File: config.mk
export PLATFORM = sky130hd
export DESIGN_NAME = mfc_top
export DESIGN_NICKNAME = d
export VERILOG_FILES = /design/src/verilog/mfc_pkg.sv /design/src/verilog/mfc_write_check.sv /design/src/verilog/mfc_top.sv
export SDC_FILE = /design/constraint.sdc
export NUM_CORES = 1
export LEC_CHECK = 0
export BUFFER_PORTS_ARGS = -buffer_cell sky130_fd_sc_hd__buf_4
export CAP_MARGIN = 20
export CELL_PAD_IN_SITES_DETAIL_PLACEMENT = 0
export CELL_PAD_IN_SITES_GLOBAL_PLACEMENT = 2
export CORE_MARGIN = 3
export CORE_UTILIZATION = 22
export DETAILED_ROUTE_END_ITERATION = 16
export PLACE_DENSITY_LB_ADDON = 0.1
export SETUP_SLACK_MARGIN = 0.5
export SLEW_MARGIN = 20
export SYNTH_ARGS = -nofsm -noshare
export SYNTH_HDL_FRONTEND = slang
export SYNTH_SLANG_ARGS = --single-unit
File: constraint.sdc
create_clock -name mclk -period 1.8 [get_ports mclk]
set_clock_uncertainty 0.2 [all_clocks]
set_input_delay 0.09 -clock mclk [delete_from_list [all_inputs] [get_ports mclk]]
set_output_delay 0.09 -clock mclk [all_outputs]
set_load 0.01 [all_outputs]
File: src/verilog/mfc_pkg.sv
// Package for the feature-control bank: register map, bit positions, reset values.
// Assumes a 32-bit AHB-Lite slave port and a single 200 MHz clock.
package mfc_pkg;

  // Byte offsets of the word registers
  localparam logic [7:0] OFS_CTRL_LO = 8'h00; // Control bits 31:0
  localparam logic [7:0] OFS_CTRL_HI = 8'h04; // Control bits 63:32
  localparam logic [7:0] OFS_STATUS = 8'h08; // Sticky events, write one to clear
  localparam logic [7:0] OFS_MASK = 8'h0c; // Interrupt mask
  localparam logic [7:0] OFS_QUERY = 8'h10; // Query view, read only

  // Control bit positions within the 64-bit control register
  localparam int BIT_SCALE_EN = 16;
  localparam int BIT_PAIR_DIS = 19;
  localparam int BIT_SCALE_LOCK = 20;
  localparam int BIT_LEAF_LIMIT = 22;
  localparam int BIT_TPM_DIS = 23;
  localparam int BIT_NX_DIS = 34;
  localparam int BIT_NX_HI = 2; // Position of bit 34 in the upper word

  // Status bit positions
  localparam int EVT_GPF_LEAF = 0;
  localparam int EVT_GPF_NX = 1;
  localparam int EVT_LOCKED_WR = 2;
  localparam int EVT_W = 3;

  // Query view fields
  localparam int QV_LEAF_LO = 0;
  localparam int QV_NX_FLAG = 20;
  localparam logic [7:0] LEAF_CAP = 8'h03; // Reported maximum leaf when limited
  localparam logic [7:0] PAIR_BYTES = 8'h80; // Fetch size of a line pair
  localparam logic [7:0] LINE_BYTES = 8'h40; // Fetch size of a single line

  // Reset values
  localparam logic [31:0] CTRL_LO_RST = 32'h0000_0000;
  localparam logic [31:0] CTRL_HI_RST = 32'h0000_0000;
  localparam logic [EVT_W-1:0] EVT_RST = 3'h0;

  // AHB constants
  localparam logic [1:0] HTRANS_NONSEQ = 2'h2;
  localparam logic [2:0] HSIZE_WORD = 3'h2;

  // Decoded feature controls
  typedef struct packed {
    logic scale_en;
    logic scale_lock;
    logic pair_dis;
    logic leaf_limit;
    logic tpm_dis;
    logic nx_dis;
  } mfc_ctrl_t;

  // Latched address phase
  typedef struct packed {
    logic valid;
    logic write;
    logic [7:0] addr;
  } mfc_aphase_t;

endpackage : mfc_pkg

File: src/verilog/mfc_write_check.sv
// Write qualification for the control words: lock freezing and fault checks.
// Assumes it is fed the current control state and a decoded bus write.
`timescale 1ns/1ps
module mfc_write_check (
  // Current state
  input wire mfc_pkg::mfc_ctrl_t cur,
  // Capabilities
  input wire logic [7:0] max_leaf,
  input wire logic nx_present,
  // Write request
  input wire logic wr_lo,
  input wire logic wr_hi,
  input wire logic [31:0] wdata,
  // Results
  output mfc_pkg::mfc_ctrl_t nxt,
  output logic fault_leaf,
  output logic fault_nx,
  output logic locked_wr
);

  // Lock, leaf and no-execute qualification of a write
  always_comb
  begin
    nxt = cur;
    fault_leaf = 1'b0;
    fault_nx = 1'b0;
    locked_wr = 1'b0;
    if (wr_lo)
    begin
      nxt.pair_dis = wdata[mfc_pkg::BIT_PAIR_DIS];
      nxt.tpm_dis = wdata[mfc_pkg::BIT_TPM_DIS];
      if (cur.scale_lock)
      begin
        locked_wr = 1'b1;
      end
      else
      begin
        nxt.scale_en = wdata[mfc_pkg::BIT_SCALE_EN];
        nxt.scale_lock = wdata[mfc_pkg::BIT_SCALE_LOCK];
      end
      if (wdata[mfc_pkg::BIT_LEAF_LIMIT] != cur.leaf_limit
          && max_leaf <= mfc_pkg::LEAF_CAP)
      begin
        fault_leaf = 1'b1;
      end
      else
      begin
        nxt.leaf_limit = wdata[mfc_pkg::BIT_LEAF_LIMIT];
      end
    end
    if (wr_hi)
    begin
      if (wdata[mfc_pkg::BIT_NX_HI] && !nx_present)
      begin
        fault_nx = 1'b1;
      end
      else
      begin
        nxt.nx_dis = wdata[mfc_pkg::BIT_NX_HI];
      end
    end
  end

endmodule : mfc_write_check

File: src/verilog/mfc_top.sv
// Feature-control bank on AHB-Lite with a query view and interrupt.
// Assumes one 200 MHz clock and an asynchronous active-low reset.
`timescale 1ns/1ps
module mfc_top (
  // Clock and reset
  input wire logic mclk,
  input wire logic rst_n,
  // AHB-Lite slave
  input wire logic hsel,
  input wire logic [7:0] haddr,
  input wire logic [1:0] htrans,
  input wire logic hwrite,
  input wire logic [2:0] hsize,
  input wire logic [31:0] hwdata,
  input wire logic hready,
  output logic [31:0] hrdata,
  output logic hreadyout,
  output logic hresp,
  // Capability straps, synchronous to mclk
  input wire logic [7:0] max_leaf,
  input wire logic nx_present,
  // Feature outputs
  output logic [7:0] fetch_bytes,
  output logic scale_enable,
  output logic task_priority_message_en,
  output logic no_execute_feature_en,
  output logic [31:0] query_result_low,
  output logic [31:0] query_result_ext,
  output logic general_protection_fault,
  output logic irq
);

  logic rst_s1_q;
  logic rst_s2_q;
  logic rst_ni;
  mfc_pkg::mfc_aphase_t ap_q;
  mfc_pkg::mfc_ctrl_t ctrl_q;
  mfc_pkg::mfc_ctrl_t ctrl_d;
  logic [mfc_pkg::EVT_W-1:0] evt_q;
  logic [mfc_pkg::EVT_W-1:0] mask_q;
  logic [mfc_pkg::EVT_W-1:0] evt_set;
  logic wr_lo;
  logic wr_hi;
  logic wr_status;
  logic wr_mask;
  logic fault_leaf;
  logic fault_nx;
  logic locked_wr;
  logic [31:0] rd_d;
  logic nx_flag;
  logic [7:0] leaf_rep;

  // Reset release synchroniser
  always_ff @(posedge mclk or negedge rst_n)
  begin
    if (!rst_n)
    begin
      rst_s1_q <= 1'b0;
      rst_s2_q <= 1'b0;
    end
    else
    begin
      rst_s1_q <= 1'b1;
      rst_s2_q <= rst_s1_q;
    end
  end
  assign rst_ni = rst_s2_q;

  // Address phase capture
  always_ff @(posedge mclk or negedge rst_ni)
  begin
    if (!rst_ni)
    begin
      ap_q <= '0;
    end
    else if (hready)
    begin
      ap_q.valid <= hsel && htrans == mfc_pkg::HTRANS_NONSEQ;
      ap_q.write <= hwrite;
      ap_q.addr <= haddr;
    end
  end

  // Data-phase write decode
  always_comb
  begin
    wr_lo = 1'b0;
    wr_hi = 1'b0;
    wr_status = 1'b0;
    wr_mask = 1'b0;
    if (ap_q.valid && ap_q.write)
    begin
      if (ap_q.addr == mfc_pkg::OFS_CTRL_LO)
      begin
        wr_lo = 1'b1;
      end
      else if (ap_q.addr == mfc_pkg::OFS_CTRL_HI)
      begin
        wr_hi = 1'b1;
      end
      else if (ap_q.addr == mfc_pkg::OFS_STATUS)
      begin
        wr_status = 1'b1;
      end
      else if (ap_q.addr == mfc_pkg::OFS_MASK)
      begin
        wr_mask = 1'b1;
      end
    end
  end

  // Write qualification
  mfc_write_check u_check (
    .cur(ctrl_q),
    .max_leaf(max_leaf),
    .nx_present(nx_present),
    .wr_lo(wr_lo),
    .wr_hi(wr_hi),
    .wdata(hwdata),
    .nxt(ctrl_d),
    .fault_leaf(fault_leaf),
    .fault_nx(fault_nx),
    .locked_wr(locked_wr)
  );

  // Control register; reset clears the lock
  always_ff @(posedge mclk or negedge rst_ni)
  begin
    if (!rst_ni)
    begin
      ctrl_q <= '0;
    end
    else
    begin
      ctrl_q <= ctrl_d;
    end
  end

  // Event sources
  always_comb
  begin
    evt_set = '0;
    evt_set[mfc_pkg::EVT_GPF_LEAF] = fault_leaf;
    evt_set[mfc_pkg::EVT_GPF_NX] = fault_nx;
    evt_set[mfc_pkg::EVT_LOCKED_WR] = locked_wr;
  end

  // Sticky status per bit, set wins over clear
  generate
    for (genvar i = 0; i < mfc_pkg::EVT_W; i++)
    begin : g_evt
      always_ff @(posedge mclk or negedge rst_ni)
      begin
        if (!rst_ni)
        begin
          evt_q[i] <= 1'b0;
        end
        else if (evt_set[i])
        begin
          evt_q[i] <= 1'b1;
        end
        else if (wr_status && hwdata[i])
        begin
          evt_q[i] <= 1'b0;
        end
      end
    end
  endgenerate

  // Interrupt mask
  always_ff @(posedge mclk or negedge rst_ni)
  begin
    if (!rst_ni)
    begin
      mask_q <= mfc_pkg::EVT_RST;
    end
    else if (wr_mask)
    begin
      mask_q <= hwdata[mfc_pkg::EVT_W-1:0];
    end
  end

  // Query view values
  assign nx_flag = nx_present && !ctrl_q.nx_dis;
  assign leaf_rep = ctrl_q.leaf_limit ? mfc_pkg::LEAF_CAP : max_leaf;

  // Read mux for the next data phase
  always_comb
  begin
    rd_d = '0;
    if (hsel && htrans == mfc_pkg::HTRANS_NONSEQ && !hwrite)
    begin
      if (haddr == mfc_pkg::OFS_CTRL_LO)
      begin
        rd_d[mfc_pkg::BIT_SCALE_EN] = ctrl_d.scale_en;
        rd_d[mfc_pkg::BIT_PAIR_DIS] = ctrl_d.pair_dis;
        rd_d[mfc_pkg::BIT_SCALE_LOCK] = ctrl_d.scale_lock;
        rd_d[mfc_pkg::BIT_LEAF_LIMIT] = ctrl_d.leaf_limit;
        rd_d[mfc_pkg::BIT_TPM_DIS] = ctrl_d.tpm_dis;
      end
      else if (haddr == mfc_pkg::OFS_CTRL_HI)
      begin
        rd_d[mfc_pkg::BIT_NX_HI] = ctrl_d.nx_dis;
      end
      else if (haddr == mfc_pkg::OFS_STATUS)
      begin
        // A clear still in its data phase is already applied, a new event still wins
        rd_d[mfc_pkg::EVT_W-1:0] = evt_set
            | (evt_q & ~({mfc_pkg::EVT_W{wr_status}} & hwdata[mfc_pkg::EVT_W-1:0]));
      end
      else if (haddr == mfc_pkg::OFS_MASK)
      begin
        rd_d[mfc_pkg::EVT_W-1:0] = wr_mask ? hwdata[mfc_pkg::EVT_W-1:0] : mask_q;
      end
      else if (haddr == mfc_pkg::OFS_QUERY)
      begin
        rd_d[7:0] = ctrl_d.leaf_limit ? mfc_pkg::LEAF_CAP : max_leaf;
        rd_d[mfc_pkg::QV_NX_FLAG] = nx_present && !ctrl_d.nx_dis;
      end
    end
  end

  // Bus answer: zero wait states, always OKAY
  always_ff @(posedge mclk or negedge rst_ni)
  begin
    if (!rst_ni)
    begin
      hrdata <= '0;
      hreadyout <= 1'b0;
      hresp <= 1'b0;
    end
    else
    begin
      hreadyout <= 1'b1;
      hresp <= 1'b0;
      if (hready)
      begin
        hrdata <= rd_d;
      end
    end
  end

  // Feature outputs driven from flops
  always_ff @(posedge mclk or negedge rst_ni)
  begin
    if (!rst_ni)
    begin
      fetch_bytes <= mfc_pkg::PAIR_BYTES;
      scale_enable <= 1'b0;
      task_priority_message_en <= 1'b1;
      no_execute_feature_en <= 1'b0;
      query_result_low <= '0;
      query_result_ext <= '0;
    end
    else
    begin
      fetch_bytes <= ctrl_q.pair_dis ? mfc_pkg::LINE_BYTES : mfc_pkg::PAIR_BYTES;
      scale_enable <= ctrl_q.scale_en;
      task_priority_message_en <= !ctrl_q.tpm_dis;
      no_execute_feature_en <= nx_flag;
      query_result_low <= {24'h00_0000, leaf_rep};
      query_result_ext <= 32'(nx_flag) << mfc_pkg::QV_NX_FLAG;
    end
  end

  // Fault pulse and interrupt level
  always_ff @(posedge mclk or negedge rst_ni)
  begin
    if (!rst_ni)
    begin
      general_protection_fault <= 1'b0;
      irq <= 1'b0;
    end
    else
    begin
      general_protection_fault <= fault_leaf || fault_nx;
      irq <= |((evt_q | evt_set) & mask_q);
    end
  end

  // Checks; an antecedent holding rst_ni skips the release edge, where outputs still show reset
  lock_holds_a: assert property (@(posedge mclk) disable iff (!rst_ni)
    ctrl_q.scale_lock |=> ctrl_q.scale_lock && $stable(ctrl_q.scale_en))
    else $error("locked bits changed");
  locked_write_a: assert property (@(posedge mclk) disable iff (!rst_ni)
    (ctrl_q.scale_lock && wr_lo) |=> evt_q[mfc_pkg::EVT_LOCKED_WR])
    else $error("locked write not flagged");
  leaf_report_a: assert property (@(posedge mclk) disable iff (!rst_ni)
    ctrl_q.leaf_limit |=> query_result_low[7:0] == mfc_pkg::LEAF_CAP)
    else $error("leaf cap not reported");
  leaf_true_a: assert property (@(posedge mclk) disable iff (!rst_ni)
    (rst_ni && !ctrl_q.leaf_limit && $stable(max_leaf))
    |=> query_result_low[7:0] == $past(max_leaf))
    else $error("true leaf not reported");
  leaf_fault_a: assert property (@(posedge mclk) disable iff (!rst_ni)
    (wr_lo && hwdata[mfc_pkg::BIT_LEAF_LIMIT] != ctrl_q.leaf_limit && max_leaf <= mfc_pkg::LEAF_CAP)
    |=> general_protection_fault && $stable(ctrl_q.leaf_limit))
    else $error("leaf fault missing");
  nx_fault_a: assert property (@(posedge mclk) disable iff (!rst_ni)
    (wr_hi && hwdata[mfc_pkg::BIT_NX_HI] && !nx_present) |=> general_protection_fault)
    else $error("no-execute fault missing");
  nx_hidden_a: assert property (@(posedge mclk) disable iff (!rst_ni)
    ctrl_q.nx_dis |=> !query_result_ext[mfc_pkg::QV_NX_FLAG] && !no_execute_feature_en)
    else $error("no-execute flag visible");
  fetch_size_a: assert property (@(posedge mclk) disable iff (!rst_ni)
    ctrl_q.pair_dis |=> fetch_bytes == mfc_pkg::LINE_BYTES)
    else $error("pair fetch while disabled");
  tpm_off_a: assert property (@(posedge mclk) disable iff (!rst_ni)
    ctrl_q.tpm_dis |=> !task_priority_message_en)
    else $error("priority messages active");
  // Pair fetch, visible no-execute feature, scaling output and interrupt level
  fetch_pair_a: assert property (@(posedge mclk) disable iff (!rst_ni)
    !ctrl_q.pair_dis |=> fetch_bytes == mfc_pkg::PAIR_BYTES)
    else $error("single line fetch while pair enabled");
  nx_shown_a: assert property (@(posedge mclk) disable iff (!rst_ni)
    (rst_ni && nx_present && !ctrl_q.nx_dis) |=> no_execute_feature_en
    && query_result_ext[mfc_pkg::QV_NX_FLAG])
    else $error("no-execute feature hidden");
  scale_out_a: assert property (@(posedge mclk) disable iff (!rst_ni)
    rst_ni |=> scale_enable == $past(ctrl_q.scale_en))
    else $error("scaling output lags its bit");
  irq_level_a: assert property (@(posedge mclk) disable iff (!rst_ni)
    (evt_q & mask_q) != '0 |=> irq)
    else $error("unmasked event without interrupt");
  // The bus answers at once and always OKAY once out of reset
  bus_okay_a: assert property (@(posedge mclk) disable iff (!rst_ni)
    rst_ni |=> hreadyout && !hresp)
    else $error("bus not ready or error response");
  c_lock: cover property (@(posedge mclk) disable iff (!rst_ni) $rose(ctrl_q.scale_lock));
  c_leaf_cap: cover property (@(posedge mclk) disable iff (!rst_ni) ctrl_q.leaf_limit);
  c_locked_wr: cover property (@(posedge mclk) disable iff (!rst_ni) locked_wr);
  c_fault: cover property (@(posedge mclk) disable iff (!rst_ni) general_protection_fault);
  c_irq: cover property (@(posedge mclk) disable iff (!rst_ni) $rose(irq));

endmodule : mfc_top

## After elaboration in Yosys (flattened, before gate mapping)

Index checks and enable logic that the tools add are counted.

- Magnitude comparators: 1
- Equal/unequal tests: 9
- Muxes and demuxes: 56
- Bitwise operators: 6
- Reductions and logical operators: 22

Operators with widths:

| operator | count |
|---|---|
| 8-bit 2-to-1 mux | 6 |
| 1-bit 2-to-1 mux | 38 |
| 8-bit by 4-bit == test with 1-bit output, second input constant | 4 |
| 5-bit 2-to-1 mux | 4 |
| 8-bit by 3-bit == test with 1-bit output, second input constant | 2 |
| 8-bit zero test | 2 |
| 1-bit logical AND | 10 |
| 2-bit 2-to-1 mux | 5 |
| 3-bit bitwise AND | 3 |
| 3-bit 2-to-1 mux | 3 |
| 8-bit by 5-bit == test with 1-bit output, second input constant | 1 |
| 8-bit by 2-bit <= comparator with 1-bit output, second input constant | 1 |
| 3-bit bitwise OR | 2 |
| 2-bit nonzero test | 3 |
| 1-bit zero test | 5 |
| 3-bit NOT | 1 |
| 3-bit OR reduction | 1 |
| 2-bit == test, second input constant | 1 |
| 1-bit logical OR | 1 |
| 1-bit inequality test | 1 |

- Bits in registers: 59
- Output and inout bits: 111
- Word-level logic and storage cells: 118

## Logic depth before layout (Yosys ltp)

- Depth after elaboration: 13
- Mapped depth: 7
- Depth with buffers taken out: 5

## By module

From an unflattened synthesis, not the netlist that was laid out.

- Cells, all modules: 255
- Area, all modules: 2,821.5 sq um

By module, submodules not included:

| module | instances | cells each | area each (sq um) | sequential area each (sq um) |
|---|---|---|---|---|
| mfc_top | 1 | 238 | 2,692.6 | 1,328.8 |
| mfc_write_check | 1 | 17 | 128.9 | 0.0 |

## Worst setup path after synthesis

OpenSTA, ideal clock, no wires.

- Path type: reg2reg
- From: reg ap_q[5] in the netlist's numbering
- To: reg hrdata[1]
- Library setup time: 0.126 ns
- Data arrival time: 2.120 ns
- Data required time: 1.474 ns
- Setup slack: -0.646 ns
- Stages on the path, launching flop included: 7
- Buffers on the path: 1
- Cell sequence: dfrtp_1 -> or4_4 -> buf_6 -> nor3_2 -> mux2_1 -> or2_1 -> a311o_1

- Word-level cells in the longest chain between the ends: 13
- Elaborated cells between the ends (all ways): 32

RTL lines:

| what | line | text |
|---|---|---|
| start, declared | mfc_top.sv:36 | `mfc_pkg::mfc_aphase_t ap_q;` |
| 8-bit by 4-bit == test with 1-bit output | mfc_top.sv:101 | `else if (ap_q.addr == mfc_pkg::OFS_STATUS)` |
| 1-bit 2-to-1 mux | mfc_top.sv:101 |  |
| 1-bit 2-to-1 mux | mfc_top.sv:97 | `else if (ap_q.addr == mfc_pkg::OFS_CTRL_HI)` |
| 1-bit 2-to-1 mux | mfc_top.sv:93 | `if (ap_q.addr == mfc_pkg::OFS_CTRL_LO)` |
| 1-bit 2-to-1 mux | mfc_top.sv:91 | `if (ap_q.valid && ap_q.write)` |
| 3-bit bitwise AND | mfc_top.sv:209 | `\| (evt_q & ~({mfc_pkg::EVT_W{wr_status}} & hwdata[mfc_pkg::EVT_W-1:0]));` |
| 3-bit NOT | mfc_top.sv:209 |  |
| 3-bit bitwise AND | mfc_top.sv:209 |  |
| 3-bit bitwise OR | mfc_top.sv:209 |  |
| 3-bit 2-to-1 mux (*) | mfc_top.sv:205 | `else if (haddr == mfc_pkg::OFS_STATUS)` |
| 2-bit 2-to-1 mux (*) | mfc_top.sv:201 | `else if (haddr == mfc_pkg::OFS_CTRL_HI)` |
| 8-bit 2-to-1 mux (*) | mfc_top.sv:193 | `if (haddr == mfc_pkg::OFS_CTRL_LO)` |
| 8-bit 2-to-1 mux (*) | mfc_top.sv:191 | `if (hsel && htrans == mfc_pkg::HTRANS_NONSEQ && !hwrite)` |
| end signal, assigned | mfc_top.sv:238 | `hrdata <= rd_d;` |
| end, declared | mfc_top.sv:16 | `output logic [31:0] hrdata,` |

Every way passes the cells marked *; elsewhere a longest branch is shown, timed or not.
A chain may end at the register's enable or synchronous reset.

## Final worst setup path

- From: reg ap_q[6] in the netlist's numbering
- To: reg hrdata[1]

Same word-level chain as after synthesis.

==> flow_summary.yaml <==
outcome:
  status: "finished with violations"
  failed_checks: "negative setup slack"
final_layout:
  mostFrequentLayoutCells: "buf_4 (106), conb_1 (83), dfrtp_1 (50), dlygate4sd3_1 (26), nand2_1 (19)"
  drive_above_1_share_pct: 40.2
  antennaDiodeCount: 0
  final_nets: 473
  area_growth_syn_to_layout_pct: 45.9
  post-route-util_pct: 33.2
  layout_commonest_cell: "buf_4"
min_path:
  hold_path.class: "input port to flop"
floorplan:
  dieHeight_um: 121
  rows: 41
  die_area_um2: 14600
  coreArea_um2: 12700
  ios: 170
  start_util_pct: 22.8
  die_w_um: 121
global_route:
  grt_pass1_vias: 2160
  grt_pass1_wl_um: 12000
  antenna_found_initial: 0
  grt_max_degree: 52
  overflow: 0
  grt.total_usage_pct: 10.8
critical_path:
  start_kind: "flop"
  critPathCaptureType: "flop"
  arrival_ps: 2220
  cp.required_ps: 1770
  worstPathCellList: "or4_4, nor3_4, mux2_4, or2_1, a311o_1"
  path_delay_family: "simple AND/OR/NAND/NOR gates"
  crit_buf_inv: 0
  slowest_stage: "or4_4"
  crit_path_max_incr_delay_ps: 580
  path_max_fanout: 3
  worstSetupPathType: "flop to flop"
pwr:
  ir_worst_vdd_v: 0.000372
  power_frac_clock_pct: 39.4
  p_total_mw: 2.80
  power_density_nw_per_um2: 662
  p_switching_uw: 700
  switching_share_pct: 25.0
  p_leak_nw: 2.07
  sequentialPowerShare_pct: 45.1
  combPwrFrac_pct: 15.6
  internal_power_mw: 2.10
route:
  wl_per_cell_um: 13.5
  first_pass_iters: 4
  wl_um: 7930
  drtIter0Drc: 100
  vias: 2230
  postRouteAntennaNets: 0
  route.detailed.drc: 0
  via_per_inst: 3.80
yosys:
  synth_edf_count: 0
  synthFlopType: "dfrtp_1"
  syn-cell-area_um2: 2900
  async_reset_ff_share_pct: 100
  yosysWarnings: 0
  ys_seq_elements: 53
  synth_cell_type_count: 51
  syn_inst: 277
  seq_area_frac_synth_pct: 45.9
  synth_area_per_cell_um2: 10.5
clock_network:
  clock-sinks: 53
  root_buffer: "clkbuf_16"
  path_clk_slew_ps: 70
  ctsHtreeMaxLevel: 2
  cts_inserted_buffers: 5
  cts_tree: "yes"
  cts_buffer_depth: 2
  clk_latency_ps: 290
sta:
  drv_slew: 0
  fin_hold_ws_ps: 17.5
  min_period_ps: 2250
  max_freq_ghz: 0.444
  rsz0062_at_grt: "true"
  fin_ws_ps: -450
  finalCritPeriodShare_pct: 125
  hold_viol: 0
  finalSetupViolations: 22
placement:
  dp.final_hpwl_um: 5920
  place.port_buffers: 61
  place_congestion: 0.774
job:
  maxCapViolations: 0
-- logic make-up (layout without fill, tap and decap cells) --
kind of cell / Yosys count / count (layout) / share of synthesized area, %
buf+inv: 98 / 155 / 23.6
simple gates: 74 / 74 / 15.3
flops: 53 / 53 / 45.9
compound gates: 38 / 38 / 10.3
mux: 11 / 11 / 4.28
other cells: 2 / 83 / 0.259
xor+xnor: 1 / 1 / 0.303
-- path summary, 6_finish.rpt --
check,startpoint,endpoint,slack (ps),cells past startpoint
max,ap_q[6]$_DFFE_PN0P_,hrdata[1]$_DFFE_PN0P_,-450,5
min,hready,ap_q[2]$_DFFE_PN0P_,20,3
max reg2reg,ap_q[6]$_DFFE_PN0P_,hrdata[1]$_DFFE_PN0P_,-450,5
min reg2reg,rst_ni$_DFF_PN0_,query_result_low[5]$_DFF_PN0_,50,1
max in group asynchronous,rst_n,rst_ni$_DFF_PN0_,810,3
min in group asynchronous,rst_ni$_DFF_PN0_,query_result_low[5]$_DFF_PN0_,50,1
-- registers in the layout, summed over array words and instances, names as in the netlist --
signal,cells
hrdata,13
ap_q,10
query_result_low,8
ctrl_q,6
evt_q,3
mask_q,3
fetch_bytes,2
general_protection_fault,1
hreadyout,1
irq,1
query_result_ext,1
rst_ni,1
rst_s1_q,1
scale_enable,1
task_priority_message_en,1
-- stage by stage --
step	cell area [µm²]	setup WS [ps]	cells	TNS [ps]
floorplan	3210	-474	358	-2060
global placement	3590	-585	547	-4480
detailed placement	3590	-533	547	-4660
CTS	4220	-445	587	-3520
global route	4220	-478	587	-5010
finish	4220	-450	587	-3660
-- power groups by stage --
stage | clock (mW) | sequential (mW) | combinational, mW
after floorplan | 0 | 1.30 | 0.296
after global placement | 0 | 1.28 | 0.369
after detailed placement | 0 | 1.28 | 0.368
after CTS | 1.14 | 1.26 | 0.436
after global routing | 1.19 | 1.27 | 0.479
final | 1.10 | 1.26 | 0.435
-- synth_stat cells (2+ instances only) --
| library cell | instances | area (µm²) |
|---|---|---|
| buf_4 | 82 | 616 |
| dfrtp_1 | 51 | 1280 |
| nand2_1 | 20 | 75.1 |
| mux2_2 | 10 | 113 |
| inv_1 | 8 | 30.0 |
| nor2_1 | 8 | 30.0 |
| nor2b_1 | 8 | 50.1 |
| o21ai_0 | 6 | 30.0 |
| a22o_1 | 5 | 43.8 |
| a32o_1 | 5 | 50.1 |
| nor4_1 | 5 | 31.3 |
| or2_2 | 5 | 31.3 |
| clkbuf_1 | 4 | 15.0 |
| nand3_1 | 4 | 20.0 |
| o31ai_1 | 4 | 30.0 |
| a21oi_1 | 3 | 15.0 |
| o31a_1 | 3 | 26.3 |
| and2_1 | 2 | 12.5 |
| and3_1 | 2 | 12.5 |
| and4bb_2 | 2 | 25.0 |
| buf_1 | 2 | 7.51 |
| conb_1 | 2 | 7.51 |
| dfstp_2 | 2 | 52.6 |
| nand2b_1 | 2 | 12.5 |
| nor3_1 | 2 | 10.0 |
| nor3b_1 | 2 | 15.0 |
| nor4_2 | 2 | 25.0 |
| o41ai_1 | 2 | 17.5 |
| or4_4 | 2 | 22.5 |
-- layout make-up --
type | count | area [µm²]
clock buffer | 6 | 129
clock inverter | 2 | 38.8
fill | 1362 | 8500
inverter | 8 | 30.0
multi-input combinational | 207 | 1340
sequential | 53 | 1330
tap | 172 | 215
timing repair buffer | 139 | 1140
-- worst min-delay path, delay by kind of cell --
| kind | cells | cell delay, ps |
|---|---|---|
| compound gates | 1 | 90 |
| buf+inv | 2 | 270 |
-- routing by layer --
| layer | vias to the layer above | global-route usage, % | share of wire [%] |
|---|---|---|---|
| met5 | - | 0 | 0 |
| met3 | 8 | 2.62 | 5.8 |
| met2 | 85 | 17.5 | 49 |
| met4 | 0 | 3.12 | 1.3 |
| li1 | 1063 | - | - |
| met1 | 1074 | 14.2 | 44 |
-- timing repair --
action,4_1_cts,5_1_grt
hold endpoints to repair,38,0
resized for setup,39,1
setup endpoints to repair,27,28
pin swaps,8,0
setup buffers,6,0
hold buffers,26,0
Power figures use the tool's default switching activity.
